$ cat config.mk
export PLATFORM = sky130hd
export DESIGN_NAME = sqd_decoder
export DESIGN_NICKNAME = d
export VERILOG_FILES = /design/src/core/sqd_sync.v /design/src/core/sqd_shifter.v /design/src/core/sqd_decoder.v
export VERILOG_INCLUDE_DIRS = /design/src /design/src/core
export SDC_FILE = /design/constraint.sdc
export NUM_CORES = 1
export LEC_CHECK = 0
export CAP_MARGIN = 20
export CORE_ASPECT_RATIO = 1.75
export CORE_UTILIZATION = 40
export DETAILED_ROUTE_END_ITERATION = 7
export DONT_BUFFER_PORTS = 1
export PLACE_DENSITY = 0.67
export RECOVER_POWER = 100
export SYNTH_ARGS = -nofsm -noshare
export SYNTH_HDL_FRONTEND = slang
export SYNTH_SLANG_ARGS = --single-unit
$ cat constraint.sdc
create_clock -name CORE_CLK -period 2 [get_ports CORE_CLK]
set_input_delay 0.2 -clock CORE_CLK [delete_from_list [all_inputs] [get_ports CORE_CLK]]
set_output_delay 0.2 -clock CORE_CLK [all_outputs]
set_load 0.01 [all_outputs]
$ cat src/core/sqd_defines.vh
// constants shared by the squib command decoder files
`ifndef SQD_DEFINES_VH
`define SQD_DEFINES_VH

// command codes
`define SQD_CMD_UNLOCK_CNT2 8'h81
`define SQD_CMD_UNLOCK_HS 8'h82
`define SQD_CMD_UNLOCK_LS 8'h83
`define SQD_CMD_LINK_CHECK 8'h96
`define SQD_CMD_STATUS 8'hc8
`define SQD_NIB_HS_TEST 4'h1
`define SQD_NIB_LS_TEST 4'h2
`define SQD_RESP_LINK_CHECK 8'h69
`define SQD_RESP_IDLE 8'h00

// apb register offsets
`define SQD_REG_CTRL 12'h000
`define SQD_REG_COUNTER 12'h004
`define SQD_REG_DRIVERS 12'h008
`define SQD_REG_STATUS 12'h00c
`define SQD_REG_IRQ_STAT 12'h010
`define SQD_REG_IRQ_EN 12'h014
`define SQD_REG_IRQ_CLR 12'h018
`define SQD_REG_TEST_RES 12'h01c

// interrupt status bit positions
`define SQD_EV_FRAME 0
`define SQD_EV_COUNTER 1
`define SQD_EV_HS_TEST 2
`define SQD_EV_LS_TEST 3
`define SQD_EV_NOP 4
`define SQD_EV_W 5

// ctrl register fields
`define SQD_CTRL_FIRING 0
`define SQD_CTRL_TEST_CLR 1

// reset values
`define SQD_COUNTER_RST 8'h00

`endif

$ cat src/core/sqd_sync.v
// two-flop synchroniser for one level from outside the core clock domain
`timescale 1ns/1ns
module sqd_sync (
  input wire clk,    // core clock
  input wire rst_n,  // async reset, active low
  input wire d,      // asynchronous level
  output wire q      // synchronised level
);
  reg meta_r;
  reg sync_r;

  always @(posedge clk or negedge rst_n) begin
    if (!rst_n) begin
      meta_r <= 1'b0;
      sync_r <= 1'b0;
    end else begin
      meta_r <= d;
      sync_r <= meta_r;
    end
  end

  assign q = sync_r;
endmodule

$ cat src/core/sqd_shifter.v
// spi mode 0 frame shifter sampled on the core clock
`timescale 1ns/1ns
module sqd_shifter #(
  parameter BITS = 8
) (
  input wire clk,             // core clock
  input wire rst_n,           // async reset, active low
  input wire sclk_s,          // synchronised serial clock
  input wire csn_s,           // synchronised chip select, active low
  input wire mosi_s,          // synchronised serial data in
  input wire [BITS-1:0] resp, // byte to send in the next frame
  output reg miso_r,          // serial data out
  output reg [BITS-1:0] rx_r, // last complete byte
  output reg rx_done_r        // one-cycle pulse per complete frame
);
  reg sclk_d_r;
  reg csn_d_r;
  reg [BITS-1:0] sh_r;
  reg [BITS-1:0] tx_r;
  reg [3:0] cnt_r;
  wire rise = sclk_s & ~sclk_d_r;
  wire fall = ~sclk_s & sclk_d_r;
  wire start = ~csn_s & csn_d_r;

  always @(posedge clk or negedge rst_n) begin
    if (!rst_n) begin
      sclk_d_r <= 1'b0;
      csn_d_r <= 1'b1;
      sh_r <= {BITS{1'b0}};
      tx_r <= {BITS{1'b0}};
      cnt_r <= 4'h0;
      miso_r <= 1'b0;
      rx_r <= {BITS{1'b0}};
      rx_done_r <= 1'b0;
    end else begin
      sclk_d_r <= sclk_s;
      csn_d_r <= csn_s;
      rx_done_r <= 1'b0;
      if (csn_s) begin
        cnt_r <= 4'h0;
      end else if (start) begin
        // response to the previous byte is loaded at frame start
        tx_r <= resp;
        miso_r <= resp[BITS-1];
        cnt_r <= 4'h0;
      end else if (rise) begin
        sh_r <= {sh_r[BITS-2:0], mosi_s};
        if (cnt_r == BITS - 1) begin
          rx_r <= {sh_r[BITS-2:0], mosi_s};
          rx_done_r <= 1'b1;
          cnt_r <= 4'h0;
        end else begin
          cnt_r <= cnt_r + 4'h1;
        end
      end else if (fall) begin
        tx_r <= {tx_r[BITS-2:0], 1'b0};
        miso_r <= tx_r[BITS-2];
      end
    end
  end
endmodule

$ cat src/core/sqd_decoder.v
// squib driver serial command decoder with apb register view
//
// The implementer's own choices: the register addresses and the APB interface to the registers.
`timescale 1ns/1ns
`include "sqd_defines.vh"
module sqd_decoder #(
  parameter BITS = 8
) (
  input wire CORE_CLK,           // core clock 125 MHz
  input wire RESETN,             // async reset, active low
  input wire SPI_SCLK,           // serial clock from host
  input wire SPI_CSN,            // chip select, active low
  input wire SPI_MOSI,           // serial data from host
  output reg SPI_MISO,           // serial data to host
  input wire FIRE_ENABLE_PIN_ONE, // first fire enable pin
  input wire FIRE_ENABLE_PIN_TWO, // second fire enable pin
  input wire LIMIT1_RES_FAULT,   // current-limit resistor 1 out of range
  input wire LIMIT2_RES_FAULT,   // current-limit resistor 2 out of range
  input wire DIAG_RES_FAULT,     // diagnostic reference resistor out of range
  input wire [3:0] HS_RESULT,    // high-side results 2b,2a,1b,1a
  input wire [3:0] LS_RESULT,    // low-side results 2b,2a,1b,1a
  output reg [3:0] HS_DRIVE_ON,  // high-side test drive 2b,2a,1b,1a
  output reg [3:0] LS_DRIVE_ON,  // low-side test drive 2b,2a,1b,1a
  output reg [7:0] SECOND_ENABLE_COUNTER, // programmed counter value
  output reg IRQ,                // level interrupt
  input wire PSEL,               // apb select
  input wire PENABLE,            // apb enable
  input wire PWRITE,             // apb direction
  input wire [11:0] PADDR,       // apb byte address
  input wire [31:0] PWDATA,      // apb write data
  output reg [31:0] PRDATA,      // apb read data
  output reg PREADY,             // apb ready
  output reg PSLVERR             // apb error
);
  localparam ST_IDLE = 4'b0001;
  localparam ST_CNT = 4'b0010;
  localparam ST_HS = 4'b0100;
  localparam ST_LS = 4'b1000;

  wire sclk_s;
  wire csn_s;
  wire mosi_s;
  wire fen1_s;
  wire fen2_s;
  wire lim1_f_s;
  wire lim2_f_s;
  wire diag_f_s;
  wire miso_w;
  wire [BITS-1:0] rx_w;
  wire rx_done_w;

  reg [3:0] state_r;
  reg [3:0] state_nxt;
  reg [BITS-1:0] resp_r;
  reg [BITS-1:0] resp_nxt;
  reg [BITS-1:0] cnt_nxt;
  reg [3:0] hs_nxt;
  reg [3:0] ls_nxt;
  reg [`SQD_EV_W-1:0] ev_nxt;
  reg fen1_latch_r;
  reg fen2_latch_r;
  reg [1:0] ctrl_r;
  reg [`SQD_EV_W-1:0] irq_stat_r;
  reg [`SQD_EV_W-1:0] irq_en_r;
  reg [3:0] hs_res_r;
  reg [3:0] ls_res_r;
  reg [7:0] last_cmd_r;

  wire [7:0] hs_res_s;
  wire cs_act_s;

  sqd_sync u_sclk (.clk(CORE_CLK), .rst_n(RESETN), .d(SPI_SCLK), .q(sclk_s));
  // select is synchronised active high so the flops' reset value means idle,
  // otherwise a false frame start would follow every reset
  sqd_sync u_csn (.clk(CORE_CLK), .rst_n(RESETN), .d(~SPI_CSN), .q(cs_act_s));
  assign csn_s = ~cs_act_s;
  sqd_sync u_mosi (.clk(CORE_CLK), .rst_n(RESETN), .d(SPI_MOSI), .q(mosi_s));
  sqd_sync u_fen1 (.clk(CORE_CLK), .rst_n(RESETN), .d(FIRE_ENABLE_PIN_ONE), .q(fen1_s));
  sqd_sync u_fen2 (.clk(CORE_CLK), .rst_n(RESETN), .d(FIRE_ENABLE_PIN_TWO), .q(fen2_s));
  sqd_sync u_l1 (.clk(CORE_CLK), .rst_n(RESETN), .d(LIMIT1_RES_FAULT), .q(lim1_f_s));
  sqd_sync u_l2 (.clk(CORE_CLK), .rst_n(RESETN), .d(LIMIT2_RES_FAULT), .q(lim2_f_s));
  sqd_sync u_dg (.clk(CORE_CLK), .rst_n(RESETN), .d(DIAG_RES_FAULT), .q(diag_f_s));

  genvar gi;
  generate
    for (gi = 0; gi < 4; gi = gi + 1) begin : g_res
      sqd_sync u_hs (.clk(CORE_CLK), .rst_n(RESETN), .d(HS_RESULT[gi]), .q(hs_res_s[gi]));
      sqd_sync u_ls (.clk(CORE_CLK), .rst_n(RESETN), .d(LS_RESULT[gi]),
        .q(hs_res_s[gi+4]));
    end
  endgenerate

  sqd_shifter #(.BITS(BITS)) u_shift (
    .clk(CORE_CLK),
    .rst_n(RESETN),
    .sclk_s(sclk_s),
    .csn_s(csn_s),
    .mosi_s(mosi_s),
    .resp(resp_r),
    .miso_r(miso_w),
    .rx_r(rx_w),
    .rx_done_r(rx_done_w)
  );

  // firing flag stands for any output switch firing; set by software
  wire firing_w = ctrl_r[`SQD_CTRL_FIRING];
  // resistor ok flags: any fault mode (open, ground, supply) arrives as one fault level
  wire [7:0] status_w = {1'b1, ~lim2_f_s, ~lim1_f_s, ~diag_f_s,
    fen2_latch_r, fen1_latch_r, fen2_s, fen1_s};

  always @* begin
    state_nxt = ST_IDLE;
    resp_nxt = `SQD_RESP_IDLE;
    cnt_nxt = SECOND_ENABLE_COUNTER;
    hs_nxt = HS_DRIVE_ON;
    ls_nxt = LS_DRIVE_ON;
    ev_nxt = {`SQD_EV_W{1'b0}};
    ev_nxt[`SQD_EV_FRAME] = 1'b1;
    case (state_r)
      ST_CNT: begin
        if (firing_w) begin
          ev_nxt[`SQD_EV_NOP] = 1'b1;
        end else begin
          cnt_nxt = rx_w;
          resp_nxt = rx_w;
          ev_nxt[`SQD_EV_COUNTER] = 1'b1;
        end
      end
      ST_HS: begin
        if (firing_w || rx_w[7:4] != `SQD_NIB_HS_TEST) begin
          ev_nxt[`SQD_EV_NOP] = 1'b1;
        end else begin
          hs_nxt = rx_w[3:0];
          resp_nxt = {4'h0, hs_res_r & rx_w[3:0]};
          ev_nxt[`SQD_EV_HS_TEST] = 1'b1;
        end
      end
      ST_LS: begin
        if (firing_w || rx_w[7:4] != `SQD_NIB_LS_TEST) begin
          ev_nxt[`SQD_EV_NOP] = 1'b1;
        end else begin
          ls_nxt = rx_w[3:0];
          resp_nxt = {4'h0, ls_res_r & rx_w[3:0]};
          ev_nxt[`SQD_EV_LS_TEST] = 1'b1;
        end
      end
      default: begin
        case (rx_w)
          `SQD_CMD_UNLOCK_CNT2: begin
            state_nxt = ST_CNT;
            resp_nxt = rx_w;
          end
          `SQD_CMD_UNLOCK_HS: begin
            state_nxt = ST_HS;
            resp_nxt = rx_w;
          end
          `SQD_CMD_UNLOCK_LS: begin
            state_nxt = ST_LS;
            resp_nxt = rx_w;
          end
          `SQD_CMD_LINK_CHECK: resp_nxt = `SQD_RESP_LINK_CHECK;
          `SQD_CMD_STATUS: resp_nxt = status_w;
          default: resp_nxt = `SQD_RESP_IDLE;
        endcase
      end
    endcase
  end

  always @(posedge CORE_CLK or negedge RESETN) begin
    if (!RESETN) begin
      state_r <= ST_IDLE;
      resp_r <= `SQD_RESP_IDLE;
      SECOND_ENABLE_COUNTER <= `SQD_COUNTER_RST;
      HS_DRIVE_ON <= 4'h0;
      LS_DRIVE_ON <= 4'h0;
      SPI_MISO <= 1'b0;
      fen1_latch_r <= 1'b0;
      fen2_latch_r <= 1'b0;
      hs_res_r <= 4'h0;
      ls_res_r <= 4'h0;
      last_cmd_r <= 8'h00;
      irq_stat_r <= {`SQD_EV_W{1'b0}};
      IRQ <= 1'b0;
    end else begin
      SPI_MISO <= miso_w;
      hs_res_r <= hs_res_s[3:0];
      ls_res_r <= hs_res_s[7:4];
      // latches catch any assertion of the enable pins since reset
      fen1_latch_r <= fen1_latch_r | fen1_s;
      fen2_latch_r <= fen2_latch_r | fen2_s;
      if (ctrl_r[`SQD_CTRL_TEST_CLR]) begin
        HS_DRIVE_ON <= 4'h0;
        LS_DRIVE_ON <= 4'h0;
      end
      if (rx_done_w) begin
        state_r <= state_nxt;
        resp_r <= resp_nxt;
        SECOND_ENABLE_COUNTER <= cnt_nxt;
        HS_DRIVE_ON <= hs_nxt;
        LS_DRIVE_ON <= ls_nxt;
        last_cmd_r <= rx_w;
      end
      // set wins over a same-cycle clear
      irq_stat_r <= (irq_stat_r & ~(PSEL && PENABLE && PWRITE && PADDR == `SQD_REG_IRQ_CLR
        ? PWDATA[`SQD_EV_W-1:0] : {`SQD_EV_W{1'b0}})) | (rx_done_w ? ev_nxt : {`SQD_EV_W{1'b0}});
      IRQ <= |(irq_stat_r & irq_en_r);
    end
  end

  // apb slave: zero wait states, unmapped address answers pslverr
  reg mapped_w;
  always @* begin
    case (PADDR)
      `SQD_REG_CTRL, `SQD_REG_COUNTER, `SQD_REG_DRIVERS, `SQD_REG_STATUS,
      `SQD_REG_IRQ_STAT, `SQD_REG_IRQ_EN, `SQD_REG_IRQ_CLR, `SQD_REG_TEST_RES:
        mapped_w = 1'b1;
      default: mapped_w = 1'b0;
    endcase
  end

  always @(posedge CORE_CLK or negedge RESETN) begin
    if (!RESETN) begin
      ctrl_r <= 2'b00;
      irq_en_r <= {`SQD_EV_W{1'b0}};
      PRDATA <= 32'h00000000;
      PREADY <= 1'b0;
      PSLVERR <= 1'b0;
    end else begin
      PREADY <= PSEL && !PENABLE;
      PSLVERR <= PSEL && !PENABLE && !mapped_w;
      if (PSEL && PENABLE && PWRITE) begin
        if (PADDR == `SQD_REG_CTRL) ctrl_r <= PWDATA[1:0];
        if (PADDR == `SQD_REG_IRQ_EN) irq_en_r <= PWDATA[`SQD_EV_W-1:0];
      end
      PRDATA <= 32'h00000000;
      if (PSEL && !PENABLE && !PWRITE) begin
        case (PADDR)
          `SQD_REG_CTRL: PRDATA <= {30'h0, ctrl_r};
          `SQD_REG_COUNTER: PRDATA <= {24'h0, SECOND_ENABLE_COUNTER};
          `SQD_REG_DRIVERS: PRDATA <= {24'h0, LS_DRIVE_ON, HS_DRIVE_ON};
          `SQD_REG_STATUS: PRDATA <= {16'h0, last_cmd_r, status_w};
          `SQD_REG_IRQ_STAT: PRDATA <= {27'h0, irq_stat_r};
          `SQD_REG_IRQ_EN: PRDATA <= {27'h0, irq_en_r};
          `SQD_REG_TEST_RES: PRDATA <= {24'h0, ls_res_r, hs_res_r};
          default: PRDATA <= 32'h00000000;
        endcase
      end
    end
  end
endmodule

==> impl_metrics.json, run 1 <==
{
  "placed_area_um2": 6090,
  "start_util": 0.413,
  "vias": 3845,
  "max_clock_freq_mhz": 511,
  "grt_max_degree": 141,
  "grt_pass1_vias": 4089,
  "hold-worst-slack_ns": -0.523,
  "synth-seq-cells": 140,
  "ios": 117,
  "viasPerCell": 5.43,
  "cp_slowest_stage_delay_ns": 0.56,
  "area_growth_pct": 21.2,
  "gp_congestion": 0.901,
  "yosysWarnings": 0,
  "post-route-drc-count": 0,
  "detail_route.iter0.violations": 306,
  "power_density_nw_per_um2": 908,
  "critPathRequiredTime_ns": 2.33,
  "slowest_stage": "or4b_4",
  "die_y_um": 161,
  "synth_cell_types": 60,
  "clkTransAtPathRegs_ns": 0.06,
  "die_w_um": 92.8,
  "fin_crit_sh": 0.978,
  "critPathTopFamily": "simple AND/OR/NAND/NOR gates",
  "avgRoutedWirePerCell_um": 19.4,
  "cap_violations": 0,
  "setup-violations-final": 0,
  "core_region_area_um2": 14000,
  "crit_chain": "or4b_4 -> nor3_4 -> buf_4 -> a221oi_1 -> o221ai_1",
  "synthFlopType": "dfrtp_1",
  "final_cell_mix": "dfrtp_1 (137), nand2_1 (41), mux2_2 (38), buf_4 (27), dlygate4sd3_1 (24)",
  "netlist_area_um2": 5770,
  "cp.buffers_inverters": 1,
  "min_period_ns": 1.96,
  "htreeDepth": 4,
  "ant_nets": 0,
  "setup_ws_ns": 0.0441,
  "vdd_drop_max_mv": 0.556,
  "slew_headroom": 0.636,
  "stdcell_area_um2": 6990,
  "clock_latency_ns": 0.41,
  "cts-hold-fix-buffers": 24,
  "grt_setup_unrepaired": "yes",
  "cts.path.max_buffers": 2,
  "synth_edf_count": 0,
  "first_pass_iters": 4,
  "ys_top_cells_by_area": "dfrtp_1 (60%), mux2_2 (7.4%), mux2i_1 (3.3%)",
  "violations": "hold timing",
  "p_leak_nw": 3.13,
  "cts_num_sinks": 140,
  "rows": 57,
  "path_max_fanout": 6,
  "cts_root_buf": "clkbuf_16",
  "dp_slack_ns": 0.0107,
  "fill_cells": 1238,
  "hold_viol": 140,
  "worst_clock_skew_ns": 0.00612,
  "final_common_cell": "dfrtp_1",
  "finalMaxSlewViolations": 0,
  "routed_wl_um": 13700,
  "netlist.area_leader.share": 0.599,
  "layout.cells.non_filler": 708,
  "startpoint_type": "flip-flop",
  "port_buffers": 0,
  "cp.arrival_ns": 2.28,
  "hpwlAfterDp_um": 9600,
  "drive_gt1_frac": 0.222,
  "numCtsBuffers": 17,
  "overflow": 0,
  "grt_util_all_layers": 0.200,
  "cp-end-kind": "flip-flop",
  "cts_tree": "yes",
  "grt_first_pass_wirelength_um": 22400,
  "postSynthAreaPerCell_um2": 12.5,
  "fp.dieArea_um2": 14900,
  "seq_area_um2": 3510,
  "yosysTopAreaCell": "dfrtp_1",
  "tightest_slew_ns": 0.539,
  "hold_class": "primary input to asynchronous set/reset pin",
  "diodes": 0,
  "ys_seq_area_frac": 0.608,
  "multiInputGateArea_um2": 2080,
  "syn-instance-count": 463,
  "critical_path_class": "flip-flop to flip-flop",
  "final_nets": 584,
  "async_flop_share": 1.00,
  "placedCellCount": 649,
  "antenna_found_initial": 0,
  "status": "finished, violations left"
}
metrics by stage:
| step | power (mW) | util | TNS (ns) |
|---|---|---|---|
| final | 6.35 | 0.500 | 0 |
| after global routing | 6.56 | 0.500 | -0.103 |
| after CTS | 6.42 | 0.496 | 0 |
| after detailed placement | 3.13 | 0.435 | 0 |
| after global placement | 3.13 | 0.435 | 0 |
| after floorplan | 3.13 | - | 0 |
cell families after synthesis:
group / after synthesis / share of synthesized area
mux: 59 / 0.115
compound gates: 88 / 0.110
buf+inv: 51 / 0.0451
xor+xnor: 2 / 0.00304
other cells: 1 / 0.000650
simple gates: 121 / 0.116
fa+ha+maj: 1 / 0.00217
flops: 140 / 0.608
synthesized netlist by cell type, types with 4 or more instances:
master / instances
a21oi_1: 9
a221oi_1: 5
a22oi_1: 7
a31oi_1: 5
a32o_1: 4
and2_1: 11
buf_4: 17
clkbuf_1: 17
dfrtp_1: 138
inv_1: 13
mux2_2: 38
mux2i_1: 19
nand2_1: 42
nand2b_1: 4
nand3_1: 10
nor2_1: 18
nor2b_1: 6
nor4b_1: 4
o21ai_0: 16
o22ai_1: 7
path summary, 6_finish.rpt:
kind | startpoint | to | slack, ns | cells past startpoint
worst max-delay path | state_r[1] | resp_r[1] | 0.04 | 5
worst min-delay path | RESETN | g_res[2].u_hs.q | -0.52 | 0
worst max register to register | state_r[1] | resp_r[1] | 0.04 | 5
worst min register to register | g_res[3].u_hs.meta_r | g_res[3].u_hs.q | 0.35 | 0
max in group asynchronous | RESETN | state_r[0] | 2.25 | 0
min in group CORE_CLK | PADDR[4] | PRDATA[3] | 0.01 | 2
layer usage:
layer / GRT usage / part of all wire / up-vias
met5: 0 / 0 / -
met4: 0.107 / 0.043 / 0
li1: - / - / 1748
met2: 0.339 / 0.53 / 117
met1: 0.226 / 0.37 / 1945
met3: 0.0549 / 0.052 / 35
power by group:
group	total [mW]	switching, mW	internal, mW
combinational	0.162	0.0716	0.0906
sequential	2.96	0.0487	2.91
clock	3.22	1.22	2.00
worst reg2reg max path, stage by stage (launching register included):
cell	delay, ns
dfrtp_2	0.43
or4b_4	0.56
nor3_4	0.36
buf_4	0.19
a221oi_1	0.12
o221ai_1	0.21
layout make-up:
cell class                      count  share of cell area
Timing Repair Buffer               59              0.0745
Multi-Input combinational cell    287               0.298
Tap cell                          177              0.0317
Clock inverter                     13              0.0236
Inverter                           13             0.00698
Sequential cell                   140               0.502
Clock buffer                       19              0.0634
flip-flops by register name, indices dropped and copies added (netlist names), 4 cells and up:
| signal | count |
|---|---|
| PRDATA | 16 |
| SECOND_ENABLE_COUNTER | 8 |
| last_cmd_r | 8 |
| resp_r | 8 |
| u_shift.rx_r | 8 |
| u_shift.sh_r | 7 |
| u_shift.tx_r | 7 |
| irq_en_r | 5 |
| irq_stat_r | 5 |
| HS_DRIVE_ON | 4 |
| LS_DRIVE_ON | 4 |
| g_res.u_hs.meta_r | 4 |
| g_res.u_hs.q | 4 |
| g_res.u_ls.meta_r | 4 |
| g_res.u_ls.q | 4 |
| hs_res_r | 4 |
| ls_res_r | 4 |
| state_r | 4 |
| u_shift.cnt_r | 4 |
repair_timing:
item	CTS	global route
hold endpoints to repair	175	140
resized for setup	1	11
pin swaps	0	2
setup buffers	0	3
setup endpoints to repair	8	18
(Power assumes the default switching activity.)
==> run 2: changes to the inputs <==
PLACE_DENSITY = 0.65   (was 0.67)
clock period = 1.85 ns   (was 2 ns; I/O delays follow)
==> run 2 against run 1 <==
Against the previous run: the run ends with hold timing, setup timing left; register-to-register slack worse by 0.11 ns; total power up 11%; core utilization grew 0.77 points; die area did not move; hold slack got worse by 0.0062 ns; critical path depth decreased by 1; count of clock-buffer cells in the layout increased by 1; critical path type unchanged; critical endpoint is now resp_r[0]; largest cell class unchanged.
==> impl_metrics.json, run 2 (synthesis results as in run 1) <==
{
  "status": "finished, violations left",
  "violations": "hold timing, setup timing",
  "detail_route.iter0.violations": 226,
  "cap_violations": 0,
  "path_max_fanout": 4,
  "final_util": 0.508,
  "ant_nets": 0,
  "cp-end-kind": "flip-flop",
  "gp_congestion": 0.847,
  "startpoint_type": "flip-flop",
  "rr_worst_depth": 4,
  "largest-register": "PRDATA",
  "avgRoutedWirePerCell_um": 19.4,
  "slowest_stage": "or4b_4",
  "die_w_um": 92.8,
  "placedCellCount": 660,
  "post-route-drc-count": 0,
  "vdd_drop_max_mv": 0.640,
  "grt_first_pass_wirelength_um": 22300,
  "p_leak_nw": 3.20,
  "ios": 117,
  "r2r_setup_slack_ns": -0.07,
  "cp_slowest_stage_delay_ns": 0.55,
  "port_buffers": 0,
  "power_density_nw_per_um2": 992,
  "grt_pass1_vias": 4046,
  "cpMostUsedCell": "or4b_4",
  "critPathRequiredTime_ns": 2.18,
  "diodes": 0,
  "core_region_area_um2": 14000,
  "antenna_found_initial": 0,
  "seqPwrFrac": 0.455,
  "viasPerCell": 5.42,
  "vias": 3905,
  "final_common_cell": "dfrtp_1",
  "final_nets": 597,
  "critPathTopFamily": "simple AND/OR/NAND/NOR gates",
  "grt_max_degree": 141,
  "slew_headroom": 0.584,
  "min_period_ns": 1.92,
  "grt_util_all_layers": 0.200,
  "cts-hold-fix-buffers": 25,
  "pwr-share-comb": 0.025,
  "setup_ws_ns": -0.0692,
  "p_clk_frac": 0.520,
  "overflow": 0,
  "drive_gt1_frac": 0.243,
  "layout.cells.non_filler": 721,
  "hold-worst-slack_ns": -0.530,
  "routed_wl_um": 14000,
  "grt_setup_unrepaired": "yes",
  "first_pass_iters": 5,
  "hpwlAfterDp_um": 9740,
  "largest_register_ff_count": 16,
  "cp.arrival_ns": 2.25,
  "worst_clock_skew_ns": 0.00793,
  "crit_chain": "or4b_4 -> or4b_4 -> a31o_1 -> a32oi_1",
  "fp.dieArea_um2": 14900,
  "max_clock_freq_mhz": 521,
  "die_y_um": 161,
  "critical_path_class": "flip-flop to flip-flop",
  "area_growth_pct": 23.0,
  "numCtsBuffers": 17,
  "fin_crit_sh": 1.04,
  "cp.buffers_inverters": 0,
  "p_sw_frac": 0.205,
  "intPower_mw": 5.59,
  "rows": 57,
  "finalMaxSlewViolations": 0,
  "reg2reg_to": "resp_r[0]",
  "htreeDepth": 4,
  "setup-violations-final": 15,
  "switchingPower_mw": 1.44,
  "cts_root_buf": "clkbuf_16",
  "final_cell_mix": "dfrtp_1 (136), nand2_1 (41), mux2_2 (38), buf_4 (35), dlygate4sd3_1 (25)",
  "cts.path.max_buffers": 2,
  "cts_num_sinks": 140,
  "clock_latency_ns": 0.41,
  "hold_class": "primary input to asynchronous set/reset pin",
  "cts_tree": "yes",
  "clkTransAtPathRegs_ns": 0.06,
  "tightest_slew_ns": 0.615,
  "r2r_start": "u_shift.rx_r[6]",
  "total_power_mw": 7.04,
  "start_util": 0.413,
  "hold_viol": 140
}
-- run 2: how the worst max path moves through the flow --
stage | startpoint | to | slack [ns] | cells after the start
final | u_shift.rx_r[6] | resp_r[0] | -0.07 | 4
after global routing | u_shift.rx_r[6] | resp_r[0] | -0.14 | 4
after CTS | u_shift.rx_r[6] | resp_r[0] | -0.07 | 4
after detailed placement | state_r[3] | SECOND_ENABLE_COUNTER[2] | -0.19 | 5
after global placement | state_r[3] | SECOND_ENABLE_COUNTER[2] | -0.14 | 5
after floorplan | u_shift.rx_r[5] | resp_r[5] | 0.0003 | 4
-- run 2: cell type report --
cell class	instances	area (µm²)
Inverter	13	48.8
Sequential cell	140	3510
Clock buffer	20	457
Clock inverter	12	185
Tap cell	177	221
Multi-Input combinational cell	287	2080
Fill cell	1305	6880
Timing Repair Buffer	72	599
-- run 2: routing by layer --
metal / wire length, µm / global-route usage / vias up
met1: 5350 / 0.228 / 1987
met5: 0 / 0 / -
met3: 586 / 0.0459 / 25
li1: - / - / 1778
met4: 406 / 0.0804 / 0
met2: 7630 / 0.356 / 115
-- run 2: worst reg2reg max path: stages (launching register included) --
cell and delay, ns:
dfrtp_1 0.41, or4b_4 0.55, or4b_4 0.51, a31o_1 0.23, a32oi_1 0.14
-- run 2: what timing repair did --
action,CTS,global route
hold endpoints to repair,174,140
setup buffers,3,1
resized for setup,12,5
pin swaps,5,2
setup endpoints to repair,25,28
-- run 2: power groups by stage --
stage	sequential, mW	clock, mW	combinational, mW
after floorplan	3.24	0	0.146
after global placement	3.25	0	0.127
after detailed placement	3.26	0	0.129
after CTS	3.20	3.74	0.177
after global routing	3.22	3.88	0.191
final	3.20	3.66	0.175
-- run 2: through the flow --
| step | setup slack (ns) | hold WS, ns | setup TNS [ns] | cell area (µm²) |
|---|---|---|---|---|
| after floorplan | 0.000342 | -0.111 | 0 | 5820 |
| after global placement | -0.138 | -0.108 | -1.28 | 6160 |
| after detailed placement | -0.188 | -0.109 | -1.87 | 6160 |
| after CTS | -0.0731 | -0.552 | -0.170 | 7120 |
| after global routing | -0.135 | -0.563 | -1.98 | 7100 |
| final | -0.0692 | -0.530 | -0.263 | 7100 |
